## config.mk

```make
export PLATFORM = sky130hd
export DESIGN_NAME = vhsr_core
export DESIGN_NICKNAME = d
export VERILOG_FILES = /design/src/shared/vhsr_pkg.sv /design/src/vhsr_core.sv
export SDC_FILE = /design/constraint.sdc
export NUM_CORES = 1
export LEC_CHECK = 0
export BUFFER_PORTS_ARGS = -buffer_cell sky130_fd_sc_hd__buf_2
export CAP_MARGIN = 10
export CORE_MARGIN = 2
export CORE_UTILIZATION = 55
export DETAILED_ROUTE_END_ITERATION = 8
export GPL_ROUTABILITY_DRIVEN = 0
export PLACE_DENSITY_LB_ADDON = 0.15
export SLEW_MARGIN = 20
export SYNTH_ARGS = -nofsm -noshare
export SYNTH_HDL_FRONTEND = slang
export SYNTH_SLANG_ARGS = --single-unit
```

## constraint.sdc

```tcl
create_clock -name sys_clk -period 4.45 [get_ports sys_clk]
set_clock_uncertainty 0.05 [all_clocks]
set_input_delay 0.6675 -clock sys_clk [delete_from_list [all_inputs] [get_ports sys_clk]]
set_output_delay 0.6675 -clock sys_clk [all_outputs]
set_load 0.01 [all_outputs]
```

## src/shared/vhsr_pkg.sv

```systemverilog
// package of the voice highway slot receive block: register map, field
// layout, reset values and the carriers shared by the design and the bench.
// assumes a 32-bit plain register port and one 100 MHz system clock.
`default_nettype none
package vhsr_pkg;
   // register byte addresses
   localparam logic [7:0]  VHSR_CTRL_ADDR   = 8'h00;
   localparam logic [7:0]  VHSR_SLOT_ADDR   = 8'h04;
   localparam logic [7:0]  VHSR_IMPEDANCE_SCALING_CODE_ADDR   = 8'h08;
   localparam logic [7:0]  VHSR_STATUS_ADDR = 8'h0C;
   localparam logic [7:0]  VHSR_RXDATA_ADDR = 8'h10;
   // field positions
   localparam int          VHSR_CTRL_W      = 9;
   localparam int          VHSR_RX_SLOT_LSB = 0;
   localparam int          VHSR_TX_SLOT_LSB = 8;
   localparam int          VHSR_SLOT_W      = 7;
   localparam int          VHSR_IMPEDANCE_SCALING_CODE_W      = 5;
   // reset values
   localparam logic [8:0]  VHSR_CTRL_RST    = 9'h000;
   localparam logic [6:0]  VHSR_SLOT_RST    = 7'h00;
   localparam logic [4:0]  VHSR_IMPEDANCE_SCALING_CODE_RST    = 5'h00;
   // coding constants
   localparam logic [7:0]  VHSR_ABI_MASK    = 8'h55;
   localparam logic [4:0]  VHSR_IMPEDANCE_SCALING_CODE_CUTOFF = 5'h00;
   localparam logic [4:0]  VHSR_IMPEDANCE_SCALING_CODE_LOOP   = 5'h10;
   localparam logic [5:0]  VHSR_IMPEDANCE_SCALING_CODE_MID    = 6'h10;
   localparam logic [1:0]  VHSR_RB_LEN      = 2'h2;
   localparam logic [4:0]  VHSR_LEN_BYTE    = 5'h08;
   localparam logic [4:0]  VHSR_LEN_PAIR    = 5'h10;

   // control register layout, msb first
   typedef struct packed {
      logic detect_mux_sel;       // 1: multiplexed detect in bit 6
      logic channel_active;
      logic robbed_bit_enable;
      logic signaling_slot_mode;
      logic clock_source_select;
      logic double_clock_mode;
      logic linear;
      logic a_law;
      logic gci_mode;
   } vhsr_ctrl_t;

   // one received sample handed to the expander or the signal path
   typedef struct packed {
      logic        valid;
      logic        linear;
      logic        half_lsb;
      logic [15:0] word;
   } vhsr_rx_t;

   // impedance scaling decode
   typedef struct packed {
      logic       cutoff;
      logic       loopback;
      logic [5:0] gain_steps;     // signed, units of 0.0625 x input gain
   } vhsr_impedance_scaling_code_t;
endpackage : vhsr_pkg
`default_nettype wire

```

## src/vhsr_core.sv

```systemverilog
// voice highway slot receive block: serial highway/GCI receive, transmit
// slot drive with signaling byte, robbed-bit detect and scaling decode.
// assumes line pins are asynchronous to sys_clk and far slower than it.
//
// Contract
// - channel pins choose the accepted GCI channel
// - voice bytes to expander, monitor/SC aside
// - GCI marker is channel 0 reference
// - GCI data always fixed 2.048 MHz rate
// - scaling gain is 0.0625 gain times code-16
// - code zero cuts scaling path off
// - code 10000 gives full digital loopback
// - loopback ignores input, output at reference
// - A or mu law, A-law inverts alternate bits
// - linear is 16-bit, sign first, two slots
// - double clock halves the PCM data rate
// - divide by two stays inside slot logic
// - signaling mode: voice slot then signaling slot
// - signaling byte: hook, detect, clock failure
// - signaling bit 7 follows voice bit 0
// - signaling slot driven even when inactive
// - robbed bit only mu-law receive path
// - robbed LSB replaced by half weight
// - robbed frame needs enable, mu-law, not-2-then-2
// - frame sync sampled on falling clock edges
// - substitution only in slots of robbed frames
// - highway frame sync marks slot 0
//
// Our own choices: the address-and-strobe port and the register addresses.
`timescale 1ns/1ps
`default_nettype none
module vhsr_core
   import vhsr_pkg::*;
(
   // clock and reset
   input  wire logic              sys_clk,
   input  wire logic              rst,
   // register port
   input  wire logic [7:0]        reg_addr,
   input  wire logic [31:0]       reg_wdata,
   input  wire logic              reg_write,
   input  wire logic              reg_read,
   output var  logic [31:0]       reg_rdata,
   // line pins, asynchronous
   input  wire logic              line_bit_clock,
   input  wire logic              highway_frame_sync,
   input  wire logic              highway_receive_data,
   input  wire logic              gci_frame_marker,
   input  wire logic              downstream_serial_line,
   input  wire logic              gci_channel_select_lo,
   input  wire logic              gci_channel_select_hi,
   output var  logic              highway_transmit_data,
   output var  logic              highway_transmit_oe,
   // line supervision inputs, asynchronous
   input  wire logic              hook_detect_input,
   input  wire logic              second_detect_input,
   input  wire logic              multiplexed_detect_input,
   input  wire logic              clock_failure_flag,
   // transmit samples from the compressor
   input  wire logic [7:0]        tx_voice_byte,
   input  wire logic [15:0]       tx_linear_word,
   // receive samples and GCI control bytes
   output var  vhsr_rx_t          rx_sample,
   output var  logic [7:0]        gci_monitor_byte,
   output var  logic [7:0]        gci_sc_byte,
   output var  logic              gci_ctrl_valid,
   // analog side controls
   output var  vhsr_impedance_scaling_code_t        impedance_scaling_code_ctrl,
   output var  logic              analog_input_ignore,
   output var  logic              analog_output_to_ref,
   output var  logic              dsp_clock_from_line
);

   // undo or apply alternate bit inversion; identical both ways
   function automatic logic [7:0] abi(input logic [7:0] b, input logic al);
      abi = al ? (b ^ VHSR_ABI_MASK) : b;
   endfunction

   vhsr_ctrl_t  ctrl_q;
   logic [6:0]  rx_slot_q;
   logic [6:0]  tx_slot_q;
   logic [4:0]  impedance_scaling_code_code_q;
   logic [8:0]  sync1_q;
   logic [8:0]  sync2_q;
   logic        clk_prev_q;
   logic        fs_prev_q;
   logic [1:0]  fs_run_q;
   logic        prev_len2_q;
   logic        robbed_q;
   logic        half_q;
   logic [9:0]  pos_q;
   logic [7:0]  shift_q;
   logic [7:0]  hi_byte_q;
   logic [15:0] tx_word_q;
   logic [15:0] last_word_q;

   // synchronised pins: two flops before any logic looks at them
   logic s_clk, s_fs, s_din, s_sel_lo, s_sel_hi;
   logic s_hook, s_det2, s_detm, s_clock_failure_flag;
   always_ff @(posedge sys_clk) begin
      if (rst) begin
         sync1_q <= 9'h000;
         sync2_q <= 9'h000;
      end else begin
         sync1_q <= {line_bit_clock, highway_frame_sync, highway_receive_data,
                     gci_frame_marker, downstream_serial_line,
                     gci_channel_select_lo, gci_channel_select_hi,
                     hook_detect_input, second_detect_input};
         sync2_q <= sync1_q;
      end
   end
   assign s_clk    = sync2_q[8];
   assign s_sel_lo = sync2_q[3];
   assign s_sel_hi = sync2_q[2];
   assign s_hook   = sync2_q[1];
   assign s_det2   = sync2_q[0];
   // GCI uses its own marker and line, highway mode the PCM pins
   assign s_fs  = ctrl_q.gci_mode ? sync2_q[5] : sync2_q[7];
   assign s_din = ctrl_q.gci_mode ? sync2_q[4] : sync2_q[6];

   // slow supervision levels caught separately
   logic [1:0] sup1_q;
   logic [1:0] sup2_q;
   always_ff @(posedge sys_clk) begin
      if (rst) begin
         sup1_q <= 2'h0;
         sup2_q <= 2'h0;
      end else begin
         sup1_q <= {multiplexed_detect_input, clock_failure_flag};
         sup2_q <= sup1_q;
      end
   end
   assign s_detm  = sup2_q[1];
   assign s_clock_failure_flag = sup2_q[0];

   // edge detection on the synchronised bit clock
   logic fall, fs_start, div_mode, tick;
   assign fall     = clk_prev_q & ~s_clk;
   assign fs_start = fall & s_fs & ~fs_prev_q;
   // GCI line clock is always twice its fixed data rate
   assign div_mode = ctrl_q.gci_mode | ctrl_q.double_clock_mode;
   assign tick     = fall & (~div_mode | half_q | fs_start);

   always_ff @(posedge sys_clk) begin
      if (rst) begin
         clk_prev_q <= 1'b0;
         fs_prev_q  <= 1'b0;
      end else begin
         clk_prev_q <= s_clk;
         if (fall)
            fs_prev_q <= s_fs;
      end
   end

   // divide by two lives only here, so the DSP clock path never sees it
   always_ff @(posedge sys_clk) begin
      if (rst)
         half_q <= 1'b0;
      else if (fs_start)
         half_q <= 1'b0;
      else if (fall)
         half_q <= ~half_q;
   end

   // frame sync width measured over falling edges
   logic len2;
   assign len2 = (fs_run_q == VHSR_RB_LEN);
   always_ff @(posedge sys_clk) begin
      if (rst) begin
         fs_run_q    <= 2'h0;
         prev_len2_q <= 1'b0;
         robbed_q    <= 1'b0;
      end else if (fall) begin
         if (s_fs) begin
            if (~fs_prev_q)
               fs_run_q <= 2'h1;
            else if (fs_run_q != 2'h3)
               fs_run_q <= fs_run_q + 2'h1;
         end else if (fs_prev_q) begin
            // pulse just ended: decide once, hold until next pulse ends
            prev_len2_q <= len2;
            robbed_q    <= ctrl_q.robbed_bit_enable & ~ctrl_q.a_law &
                           ~ctrl_q.linear & ~ctrl_q.gci_mode &
                           len2 & ~prev_len2_q;
         end
      end
   end

   // bit position inside the frame; frame sync edge is bit 0 of slot 0
   logic [9:0] pos;
   logic [9:0] nxt;
   assign pos = fs_start ? 10'h000 : pos_q;
   assign nxt = pos + 10'h001;
   always_ff @(posedge sys_clk) begin
      if (rst) begin
         pos_q   <= 10'h000;
         shift_q <= 8'h00;
      end else if (tick) begin
         pos_q   <= nxt;
         shift_q <= {shift_q[6:0], s_din};
      end
   end

   // byte completion and routing
   logic [7:0] byte_in;
   logic       byte_done;
   logic [6:0] slot;
   logic       gci_mine;
   assign byte_in   = {shift_q[6:0], s_din};
   assign byte_done = tick & (pos[2:0] == 3'h7);
   assign slot      = pos[9:3];
   assign gci_mine  = (pos[9:5] == {3'h0, s_sel_hi, s_sel_lo});

   always_ff @(posedge sys_clk) begin
      if (rst) begin
         rx_sample        <= '0;
         hi_byte_q        <= 8'h00;
         gci_monitor_byte <= 8'h00;
         gci_sc_byte      <= 8'h00;
         gci_ctrl_valid   <= 1'b0;
         last_word_q      <= 16'h0000;
      end else begin
         rx_sample.valid <= 1'b0;
         gci_ctrl_valid  <= 1'b0;
         if (byte_done && ctrl_q.gci_mode && gci_mine) begin
            unique case (pos[4:3])
               2'h0, 2'h1: begin
                  // both voice bytes go to the expander
                  rx_sample   <= {1'b1, 1'b0, 1'b0, 8'h00,
                                  abi(byte_in, ctrl_q.a_law)};
                  last_word_q <= {8'h00, byte_in};
               end
               2'h2:
                  gci_monitor_byte <= byte_in;
               2'h3: begin
                  gci_sc_byte    <= byte_in;
                  gci_ctrl_valid <= 1'b1;
               end
            endcase
         end else if (byte_done && !ctrl_q.gci_mode &&
                      ctrl_q.channel_active) begin
            if (ctrl_q.linear) begin
               // high byte first, word handed over with the low byte
               if (slot == rx_slot_q)
                  hi_byte_q <= byte_in;
               else if (slot == rx_slot_q + 7'h01) begin
                  rx_sample   <= {1'b1, 1'b1, 1'b0, hi_byte_q, byte_in};
                  last_word_q <= {hi_byte_q, byte_in};
               end
            end else if (slot == rx_slot_q) begin
               // robbed frames: lsb dropped, expander adds half weight
               rx_sample <= {1'b1, 1'b0, robbed_q, 8'h00,
                             abi(byte_in, ctrl_q.a_law) &
                             {7'h7F, ~robbed_q}};
               last_word_q <= {8'h00, byte_in};
            end
         end
      end
   end

   // transmit word latched at frame start so a slot never tears
   logic [7:0] sig_byte;
   assign sig_byte = {s_hook,
                      ctrl_q.detect_mux_sel ? s_detm : s_det2,
                      3'h0, s_clock_failure_flag, 2'h0};
   always_ff @(posedge sys_clk) begin
      if (rst)
         tx_word_q <= 16'h0000;
      else if (fs_start)
         // transmit bytes never see robbed-bit handling
         tx_word_q <= ctrl_q.linear ? tx_linear_word
                      : {abi(tx_voice_byte, ctrl_q.a_law), sig_byte};
   end

   // transmit slot drive; signaling byte runs straight on from voice
   logic [9:0] tx_off;
   logic [4:0] tx_len;
   logic       in_win;
   logic       voice_half;
   assign tx_off  = nxt - {tx_slot_q, 3'h0};
   assign tx_len  = (ctrl_q.linear | ctrl_q.signaling_slot_mode)
                    ? VHSR_LEN_PAIR : VHSR_LEN_BYTE;
   assign in_win  = ({5'h00, tx_len} > tx_off);
   assign voice_half = (tx_off[3] == 1'b0);
   always_ff @(posedge sys_clk) begin
      if (rst) begin
         highway_transmit_data <= 1'b0;
         highway_transmit_oe   <= 1'b0;
      end else if (tick) begin
         // bit 7 of the second byte sits right after bit 0 of the first
         highway_transmit_data <= tx_word_q[4'hF - tx_off[3:0]];
         // an inactive channel still owns its signaling slot
         highway_transmit_oe <= ~ctrl_q.gci_mode & in_win &
                                (ctrl_q.channel_active | (~voice_half &
                                 ctrl_q.signaling_slot_mode &
                                 ~ctrl_q.linear));
      end
   end

   // impedance scaling decode, special codes first
   always_ff @(posedge sys_clk) begin
      if (rst) begin
         impedance_scaling_code_ctrl            <= '0;
         analog_input_ignore  <= 1'b0;
         analog_output_to_ref <= 1'b0;
      end else begin
         impedance_scaling_code_ctrl.cutoff     <= (impedance_scaling_code_code_q == VHSR_IMPEDANCE_SCALING_CODE_CUTOFF);
         impedance_scaling_code_ctrl.loopback   <= (impedance_scaling_code_code_q == VHSR_IMPEDANCE_SCALING_CODE_LOOP);
         impedance_scaling_code_ctrl.gain_steps <= (impedance_scaling_code_code_q == VHSR_IMPEDANCE_SCALING_CODE_CUTOFF ||
                                  impedance_scaling_code_code_q == VHSR_IMPEDANCE_SCALING_CODE_LOOP) ? 6'h00
                                 : {1'b0, impedance_scaling_code_code_q} - VHSR_IMPEDANCE_SCALING_CODE_MID;
         analog_input_ignore  <= (impedance_scaling_code_code_q == VHSR_IMPEDANCE_SCALING_CODE_LOOP);
         analog_output_to_ref <= (impedance_scaling_code_code_q == VHSR_IMPEDANCE_SCALING_CODE_LOOP);
      end
   end

   // bit clock may also feed the DSP clock; undivided either way
   always_ff @(posedge sys_clk) begin
      if (rst)
         dsp_clock_from_line <= 1'b0;
      else
         dsp_clock_from_line <= ctrl_q.clock_source_select;
   end

   // register writes; software is trusted to set companded before
   // signaling, the block does not police it
   always_ff @(posedge sys_clk) begin
      if (rst) begin
         ctrl_q      <= vhsr_ctrl_t'(VHSR_CTRL_RST);
         rx_slot_q   <= VHSR_SLOT_RST;
         tx_slot_q   <= VHSR_SLOT_RST;
         impedance_scaling_code_code_q <= VHSR_IMPEDANCE_SCALING_CODE_RST;
      end else if (reg_write) begin
         unique case (reg_addr)
            VHSR_CTRL_ADDR:
               ctrl_q <= vhsr_ctrl_t'(reg_wdata[VHSR_CTRL_W-1:0]);
            VHSR_SLOT_ADDR: begin
               rx_slot_q <= reg_wdata[VHSR_RX_SLOT_LSB +: VHSR_SLOT_W];
               tx_slot_q <= reg_wdata[VHSR_TX_SLOT_LSB +: VHSR_SLOT_W];
            end
            VHSR_IMPEDANCE_SCALING_CODE_ADDR:
               impedance_scaling_code_code_q <= reg_wdata[VHSR_IMPEDANCE_SCALING_CODE_W-1:0];
            default: ;
         endcase
      end
   end

   // read data stands one cycle after the strobe, else zero
   always_ff @(posedge sys_clk) begin
      if (rst)
         reg_rdata <= 32'h0000_0000;
      else if (reg_read) begin
         unique case (reg_addr)
            VHSR_CTRL_ADDR:   reg_rdata <= {23'h000000, ctrl_q};
            VHSR_SLOT_ADDR:   reg_rdata <= {17'h00000, tx_slot_q,
                                            1'b0, rx_slot_q};
            VHSR_IMPEDANCE_SCALING_CODE_ADDR:   reg_rdata <= {27'h0000000, impedance_scaling_code_code_q};
            VHSR_STATUS_ADDR: reg_rdata <= {8'h00, gci_sc_byte,
                                            gci_monitor_byte,
                                            6'h00, prev_len2_q, robbed_q};
            VHSR_RXDATA_ADDR: reg_rdata <= {16'h0000, last_word_q};
            default:          reg_rdata <= 32'h0000_0000;
         endcase
      end else
         reg_rdata <= 32'h0000_0000;
   end

endmodule // vhsr_core
`default_nettype wire

```

==> flow_summary.ini, run 1 <==
[status]
status = finished, final reports clean

[global_routing]
track_usage_pct = 25.29
antenna_found_initial = 0
grt_pass1_vias = 6177
met1_usage_pct = 34.17
grt_pass1_wl_mm = 31.62
grt.busiest_layer = met2
grt_overflow = 0
use_met3_pct = 6.314
grt_max_degree = 64
use_met2_pct = 39.60

[power]
power.density_nw_per_um2 = 346.4
p_leak_uw = 0.003638
ir_drop_uv = 339.1

[floorplan]
die_area_um2 = 15600
die_h_um = 124.9
core_um2 = 14420
rows = 44
start_util_pct = 55.75
io_pins = 160
die_x_um = 124.9

[clock_network]
ctsRootBufferMaster = clkbuf_16
cts_htree_levels = 4
clk_pin_slew_ns = 0.07
cts_hold_buffers = 0
numCtsBuffers = 17
cts_tree = yes
cts_buffer_depth = 2
cts_setup_buffers = 0
insertion_delay_ns = 0.43
cts.sink_count = 184
cts-resized-gates = 0

[finish]
fin_nets = 1106
final_cell_area_um2 = 9382
stdcell_count = 1209
post-route-util_pct = 65.04
area_growth_pct = 16.66
diodes = 0
drive_gt1_share_pct = 21.07

[detailed_routing]
vias_per_cell = 5.552
vias = 6712
wire_per_inst_um = 16.13
drtAntennaViolNets = 0
drtPass1Iterations = 5
drt_iter0_markers = 653
drcViolationCount = 0
wl_mm = 19.50

[worst_setup_path]
ff2ff_path_depth = 13
crit_top_cell = ha_1
crit_path_start_kind = flop
max_stage_delay_ns = 0.55
end_kind = flop
crit_fanout = 13
required_ns = 4.69
arrival_ns = 3.82
crit_type = flop to flop
cp_cell_sequence = mux2_2, nand2_1, and2_1, ha_1, ha_1, nand3b_1, a221oi_1, o21ai_0, or4b_4, a31oi_4, buf_4, mux2i_1, nor2_1
r2r_setup_slack_ns = 0.88
cp_slowest_cell = or4b_4

[yosys]
synth_top_family_by_area = simple AND/OR/NAND/NOR gates
ys_warn_count = 0
syn_inst = 905
synth_xor_area_share_pct = 3.050
synth_mux_area_share_pct = 8.651
synthAdderAreaFrac_pct = 2.427
synth_compound_area_share_pct = 14.07
ys.flop_type = dfxtp_1
synthSimpleGateAreaFrac_pct = 21.08
postSynthAreaPerCell_um2 = 8.886
syn_area_um2 = 8041
synth_edf_count = 0
ys_ff_latch = 184
yosysSeqAreaShare_pct = 45.81
synthArstFlopShare_pct = 0
synthDistinctLibCells = 64

[timing]
worst_pin_slew_ns = 0.7325
setup_viol = 0
fin_crit_sh_pct = 80.27
slew_violations = 0
grt_setup_unrepaired = false
period_minus_slack_ns = 3.572
finalHoldViolations = 0
max_slew_margin_pct = 50.98
max_freq_mhz = 280.0
setup_ws_ns = 0.8780
finalSetupTns_ns = 0

[run]
maxCapViolCount = 0

[place]
place_area_um2 = 8798
portBuffers = 134
place_ws_ns = 0.9248
dp_cells = 1177
dpl.hpwl_mm = 13.69

[hold_path]
hold_depth = 1
hold_path.class = flop to flop
sequential cells by signal (all words and copies together) (netlist names), 8 cells and up:
signal            flops
rx_sample            19
gci_monitor_byte      8
hi_byte_q             8
ctrl_q                9
pos_q                10
reg_rdata            24
sync2_q               9
sync1_q               9
tx_word_q            16
gci_sc_byte           8
last_word_q          16
cells in the final DEF, fill, tap and decap left out, drive strengths merged, types with 18 or more instances in the layout:
cell | Yosys | layout
a21oi | 72 | 72
buf | 18 | 155
clkbuf | 56 | 21
dfxtp | 184 | 184
inv | 14 | 18
mux2i | 47 | 47
nand2 | 97 | 97
nand3 | 53 | 53
nor2 | 90 | 90
nor2b | 36 | 36
o21ai | 26 | 26
xnor2 | 22 | 22
kinds of logic (layout without fill, tap and decap cells):
kind of cell	count (synthesis)	after routing
AO/OA/AOI/OAI	176	176
XOR/XNOR	28	28
multiplexers	62	62
other	1	8
flip-flops	184	184
adder cells (fa/ha/maj)	15	15
AND/OR/NAND/NOR	351	351
buffers and inverters	88	201
synthesized netlist by cell type (5+ instances only):
library cell  number  area (µm²)
mux2i_1           47       470.5
nand2_1           97       364.1
nand3_1           53       265.3
nand2b_1          12       75.07
clkbuf_1          56       210.2
ha_1              14       175.2
dfxtp_1          184        3684
a211oi_1          12       90.09
o21a_1             5       37.54
a21oi_1           72       360.4
o211ai_1          10       75.07
a22oi_1           12       90.09
o21ai_0           25       125.1
nor2_1            89       334.1
and2_1            14       87.58
nor3_1            13       65.06
a21o_1             5       37.54
inv_1             14       52.55
xnor2_1           22       192.7
mux4_2             5       112.6
xor2_1             6       52.55
mux2_2            10       112.6
nor2b_1           36       225.2
buf_4             13       97.59
or3_1              5       31.28
a22o_1             8       70.07
report_power, final:
part | internal (µW) | switching (µW) | total [µW]
clock | 827 | 654 | 1480
sequential | 1660 | 5.55 | 1660
combinational | 41.4 | 63.6 | 105
metrics by stage:
stage          hold WS [ns]  power [µW]
4_1_cts              0.3833        3274
3_3_place_gp         0.3660        1806
3_5_place_dp         0.3704        1806
6_report             0.3848        3250
2_1_floorplan        0.3638        1767
5_1_grt              0.3824        3359
metal layers:
layer  wire (µm)  vias to the layer above
li1            -                     3329
met1        8724                     3100
met2        8851                      245
met3        1407                       38
met4         515                        0
met5           0                        -
path summary, 6_finish.rpt:
check | from | endpoint
hold / removal | sync1_q[6]$_SDFF_PP0_ | sync2_q[6]$_SDFF_PP0_
setup / recovery | ctrl_q[0]$_SDFFE_PP0P_ | last_word_q[5]$_SDFFE_PP0P_
hold reg to reg | sync1_q[6]$_SDFF_PP0_ | sync2_q[6]$_SDFF_PP0_
setup reg to reg | ctrl_q[0]$_SDFFE_PP0P_ | last_word_q[5]$_SDFFE_PP0P_
critical path, delay by kind of cell (launching register included):
family          cells  cell delay, ns
fa+ha+maj           2            0.48
mux                 2            0.61
flops               1            0.34
compound gates      3            0.63
buf+inv             1            0.26
simple gates        5            1.05
final cells by class:
| type | instances | area (µm²) |
|---|---|---|
| tap | 184 | 230.2 |
| timing repair buffer | 155 | 830.8 |
| sequential | 184 | 3684 |
| clock inverter | 11 | 112.6 |
| inverter | 14 | 52.55 |
| clock buffer | 21 | 470.5 |
| fill | 1256 | 5042 |
| multi-input combinational | 640 | 4001 |
No activity file was read; power rests on OpenSTA's default activity.
==> run 2: changes to the inputs <==
- clock period: 4.45 -> 3.6 ns (I/O delays scaled with it)
==> run 2 against run 1 <==
Non-clock buffer count rose by 9. Total power increased by 23%. Clock power up 24%. Critical endpoint is now last_word_q[2]$_SDFFE_PP0P_.
==> flow_summary.ini, run 2 (synthesized netlist as in run 1, its figures left out) <==
[status]
status = finished, final reports clean

[finish]
area_growth_pct = 17.86
top_regs = reg_rdata x24, rx_sample x19
top_register = reg_rdata
diodes = 0
drive_gt1_share_pct = 22.27
final_cell_mix = 184 x dfxtp_1, 133 x buf_2, 96 x nand2_1, 87 x nor2_1, 72 x a21oi_1
final_common_cell = dfxtp_1
fin_nets = 1115
largest_reg_flops = 24
post-route-util_pct = 65.71

[timing]
period_minus_slack_ns = 3.368
setup_viol = 0
slew_violations = 0
setup_ws_ns = 0.2324
finalSetupTns_ns = 0
grt_setup_unrepaired = false
fin_crit_sh_pct = 93.54
finalHoldViolations = 0
worst_pin_slew_ns = 0.6720
max_slew_margin_pct = 55.09
max_freq_mhz = 296.9

[detailed_routing]
wire_per_inst_um = 16.20
drtAntennaViolNets = 0
drtPass1Iterations = 7
drcViolationCount = 0
drt_iter0_markers = 657
vias = 6779
wl_mm = 19.71
vias_per_cell = 5.570

[worst_setup_path]
crit_start = ctrl_q[0]$_SDFFE_PP0P_
required_ns = 3.85
crit_fanout = 28
ff2ff_path_depth = 13
crit_path_start_kind = flop
r2r_setup_slack_ns = 0.23
crit_type = flop to flop
r2r_end = last_word_q[2]$_SDFFE_PP0P_
r2r-start = ctrl_q[0]$_SDFFE_PP0P_
crit_end = last_word_q[2]$_SDFFE_PP0P_
end_kind = flop
arrival_ns = 3.61

[run]
maxCapViolCount = 0

[place]
dpl.hpwl_mm = 13.87
portBuffers = 134
place_ws_ns = 0.1747

[power]
power.density_nw_per_um2 = 423.4
p_leak_uw = 0.003681
p_total_uw = 4013
ir_drop_uv = 515.4

[floorplan]
die_h_um = 124.9
start_util_pct = 55.75
die_area_um2 = 15600
core_um2 = 14420
io_pins = 160
die_x_um = 124.9
rows = 44

[clock_network]
cts_buffer_depth = 2
cts_hold_buffers = 0
clk_pin_slew_ns = 0.07
insertion_delay_ns = 0.44
cts.sink_count = 184
numCtsBuffers = 17
cts_tree = yes
ctsRootBufferMaster = clkbuf_16
cts_htree_levels = 4

[global_routing]
grt_pass1_vias = 6141
track_usage_pct = 25.28
grt_max_degree = 66
grt_pass1_wl_mm = 31.51
grt_overflow = 0
antenna_found_initial = 0

[hold_path]
hold_path.class = primary input to flop
-- run 2: metal layers --
layer | track usage (%) | share of wire, %
met1 | 33.34 | 45
met2 | 41.27 | 47
met3 | 5.584 | 6.1
met4 | 8.824 | 2.1
met5 | 0 | 0
-- run 2: where the power goes --
group | total, µW | internal, µW | switching [µW]
Clock | 1830 | 1020 | 801
Sequential | 2060 | 2050 | 6.63
Combinational | 131 | 52.8 | 78.5
Total | 4010 | 3130 | 886
-- run 2: layout make-up --
cell class	count	area, µm²
timing repair buffer	164	910.9
clock inverter	14	151.4
clock buffer	17	425.4
multi-input combinational	640	4024
inverter	14	52.55
sequential	184	3684
fill	1263	4946
tap	184	230.2
-- run 2: worst min path at each step --
stage                                startpoint                     to  depth (start not counted)
after floorplan            sup1_q[0]$_SDFF_PP0_   sup2_q[0]$_SDFF_PP0_                          1
after global placement     sup1_q[0]$_SDFF_PP0_   sup2_q[0]$_SDFF_PP0_                          1
after detailed placement  sync1_q[6]$_SDFF_PP0_  sync2_q[6]$_SDFF_PP0_                          1
after CTS                    clock_failure_flag   sup1_q[0]$_SDFF_PP0_                          2
after global routing      gci_channel_select_hi  sync1_q[2]$_SDFF_PP0_                          2
final                        clock_failure_flag   sup1_q[0]$_SDFF_PP0_                          2
-- run 2: what timing repair did --
action,in CTS,in global routing
endpoints found under the hold margin,0,0
setup endpoints to repair,0,12
setup buffers,0,1
resized for setup,0,6
-- run 2: through the flow --
| stage | hold slack, ns | instance area [µm²] | instances |
|---|---|---|---|
| 6_report | 0.2589 | 9478 | 1217 |
| 3_3_place_gp | 0.3672 | 8871 | 1185 |
| 5_1_grt | 0.2569 | 9478 | 1217 |
| 2_1_floorplan | 0.3638 | 8070 | 912 |
| 4_1_cts | 0.2480 | 9448 | 1216 |
| 3_5_place_dp | 0.3753 | 8871 | 1185 |
-- run 2: worst max-delay path, cell delays in order, from the launching register on --
cell	delay [ns]
dfxtp_1	0.33
mux2_2	0.36
nand2_2	0.10
and2_1	0.16
ha_2	0.20
ha_2	0.22
nand3b_1	0.11
a221oi_1	0.21
o21ai_0	0.18
or4b_4	0.56
a31oi_4	0.27
buf_12	0.22
mux2i_1	0.20
nor2_1	0.06
==> run 3: changes to the inputs <==
- clock period: 3.6 -> 3.1 ns (I/O delays scaled with it)
==> run 3 against run 2 <==
Critical path depth shrank 1. Sequential cell count is the same. Core utilization grew 2.6 points. Non-clock buffer count grew 28. Total power grew 16%. Combinational power grew 21%. Critical path type unchanged. Largest power group unchanged. Highest routed layer unchanged.
==> flow_summary.ini, run 3 (synthesized netlist as in run 1, its figures left out) <==
[finish]
area_growth_pct = 22.56
drive_gt1_share_pct = 25.82
top_register = reg_rdata
fin_nets = 1143
final_cell_area_um2 = 9856
final_common_cell = dfxtp_1
filler_cell_count = 1168
diodes = 0
seqCellArea_um2 = 3687
top_regs = reg_rdata x24, rx_sample x19
largest_reg_flops = 24
final_cell_mix = 181 x dfxtp_1, 133 x buf_2, 96 x nand2_1, 85 x nor2_1, 71 x a21oi_1
multi_input_area_um2 = 4125

[worst_setup_path]
cp_cell_sequence = nor3b_4, buf_4, a21oi_1, or4_1, a221o_1, or4b_4, a31oi_4, buf_12, buf_12, buf_4, nand3_1, o21ai_1
r2r-start = sync2_q[8]$_SDFF_PP0_
arrival_ns = 3.37
r2r_setup_slack_ns = 0.04
end_kind = flop
cp_slowest_cell = or4b_4
crit_path_start_kind = flop
crit_buf_inv = 4
max_stage_delay_ns = 0.55
crit_type = flop to flop
ff2ff_path_depth = 12
crit_family = simple AND/OR/NAND/NOR gates
crit_fanout = 6
r2r_end = last_word_q[13]$_SDFFE_PP0P_
required_ns = 3.41

[global_routing]
grt.busiest_layer = met2
met1_usage_pct = 34.09
use_met2_pct = 41.72
use_met3_pct = 5.498
grt_overflow = 0
grt_pass1_wl_mm = 32.09
antenna_found_initial = 0
grt_max_degree = 89
grt_pass1_vias = 6227
track_usage_pct = 25.66

[timing]
slew_violations = 0
whs_ns = 0.1903
worst_pin_slew_ns = 0.9318
setup_ws_ns = 0.04221
finalHoldViolations = 0
grt_setup_unrepaired = true
setup_viol = 0
max_freq_mhz = 327.0
finalSetupTns_ns = 0
period_minus_slack_ns = 3.058
fin_crit_sh_pct = 98.64
max_slew_margin_pct = 37.88

[detailed_routing]
wire_per_inst_um = 16.18
drtPass1Iterations = 5
vias_per_cell = 5.519
vias = 6871
drtAntennaViolNets = 0
wl_mm = 20.14
drt_iter0_markers = 533
drcViolationCount = 0

[floorplan]
start_util_pct = 55.75
die_x_um = 124.9
io_pins = 160
die_h_um = 124.9
die_area_um2 = 15600
rows = 44
core_um2 = 14420

[run]
maxCapViolCount = 0

[status]
status = finished, final reports clean

[clock_network]
numCtsBuffers = 17
cts.sink_count = 184
ctsRootBufferMaster = clkbuf_16
cts_tree = yes
insertion_delay_ns = 0.44
cts_buffer_depth = 2
cts_htree_levels = 4
cts_hold_buffers = 0
clk_pin_slew_ns = 0.07

[place]
place_ws_ns = -0.03673
portBuffers = 134
dpl.hpwl_mm = 14.24
place_area_um2 = 9116

[power]
p_leak_uw = 0.003884
power.density_nw_per_um2 = 472.8
ir_drop_uv = 532.3

[hold_path]
hold_depth = 2
hold_path.class = primary input to flop
whs_endpoint = sync1_q[4]$_SDFF_PP0_
hold_start = downstream_serial_line
-- run 3: changes by cell type in the layout (fill, tap and decap cells not counted), sizes merged --
cell      before  now
inv           17   21
clkinv         8    3
clkbuf        17   19
bufinv         2    1
buf          164  191
clkinvlp       1    2
-- run 3: worst reg2reg max path, stage by stage, from the launching register on --
cell and delay, ns:
dfxtp_2 0.34, nor3b_4 0.24, buf_4 0.15, a21oi_1 0.07
or4_1 0.49, a221o_1 0.33, or4b_4 0.55, a31oi_4 0.20
buf_12 0.14, buf_12 0.12, buf_4 0.13, nand3_1 0.08
o21ai_1 0.10
-- run 3: layer usage --
layer | share of wire, % | wire [µm] | vias up
met3 | 6.2 | 1251 | 31
met5 | 0 | 0 | -
li1 | - | - | 3405
met2 | 47 | 9461 | 248
met4 | 3.0 | 609 | 0
met1 | 44 | 8815 | 3187
-- run 3: cell type report --
type	instances	share of cell area, %
Multi-Input combinational cell	640	41.86
Sequential cell	184	37.41
Inverter	14	0.5332
Clock inverter	13	1.358
Timing Repair Buffer	192	12.05
Tap cell	184	2.336
Clock buffer	18	4.456
-- run 3: stage by stage --
stage                     total power, µW  utilization (%)  std cells
after floorplan                      2539                -        912
after global placement               2598            63.20       1207
after detailed placement             2599            63.20       1207
after CTS                            4681            67.19       1238
after global routing                 4807            68.33       1245
final                                4660            68.33       1245
-- run 3: what timing repair did --
item,in CTS,in global routing
setup endpoints to repair,15,35
pin swaps,0,18
buffers inserted,0,6
gates cloned,0,1
gates resized for setup,1,25
-- run 3: worst max-delay path by stage --
stage | to | from | cells after the start | slack [ns]
global route | last_word_q[8]$_SDFFE_PP0P_ | sync2_q[8]$_SDFF_PP0_ | 13 | -0.14
global placement | highway_transmit_oe$_SDFFE_PP0P_ | ctrl_q[0]$_SDFFE_PP0P_ | 15 | 0.004
detailed placement | highway_transmit_oe$_SDFFE_PP0P_ | ctrl_q[0]$_SDFFE_PP0P_ | 15 | -0.04
floorplan | highway_transmit_oe$_SDFFE_PP0P_ | ctrl_q[0]$_SDFFE_PP0P_ | 17 | -0.16
finish | last_word_q[13]$_SDFFE_PP0P_ | sync2_q[8]$_SDFF_PP0_ | 12 | 0.04
CTS | rx_sample[10]$_SDFFE_PP0P_ | sync2_q[8]$_SDFF_PP0_ | 9 | -0.001
-- run 3: power by group --
group / leakage (µW) / total (µW) / internal [µW] / switching (µW)
Sequential: 0.00149 / 2390 / 2380 / 8.14
Combinational: 0.00212 / 159 / 65.7 / 93.3
Clock: 0.000278 / 2110 / 1150 / 965
Total: 0.00388 / 4660 / 3590 / 1070
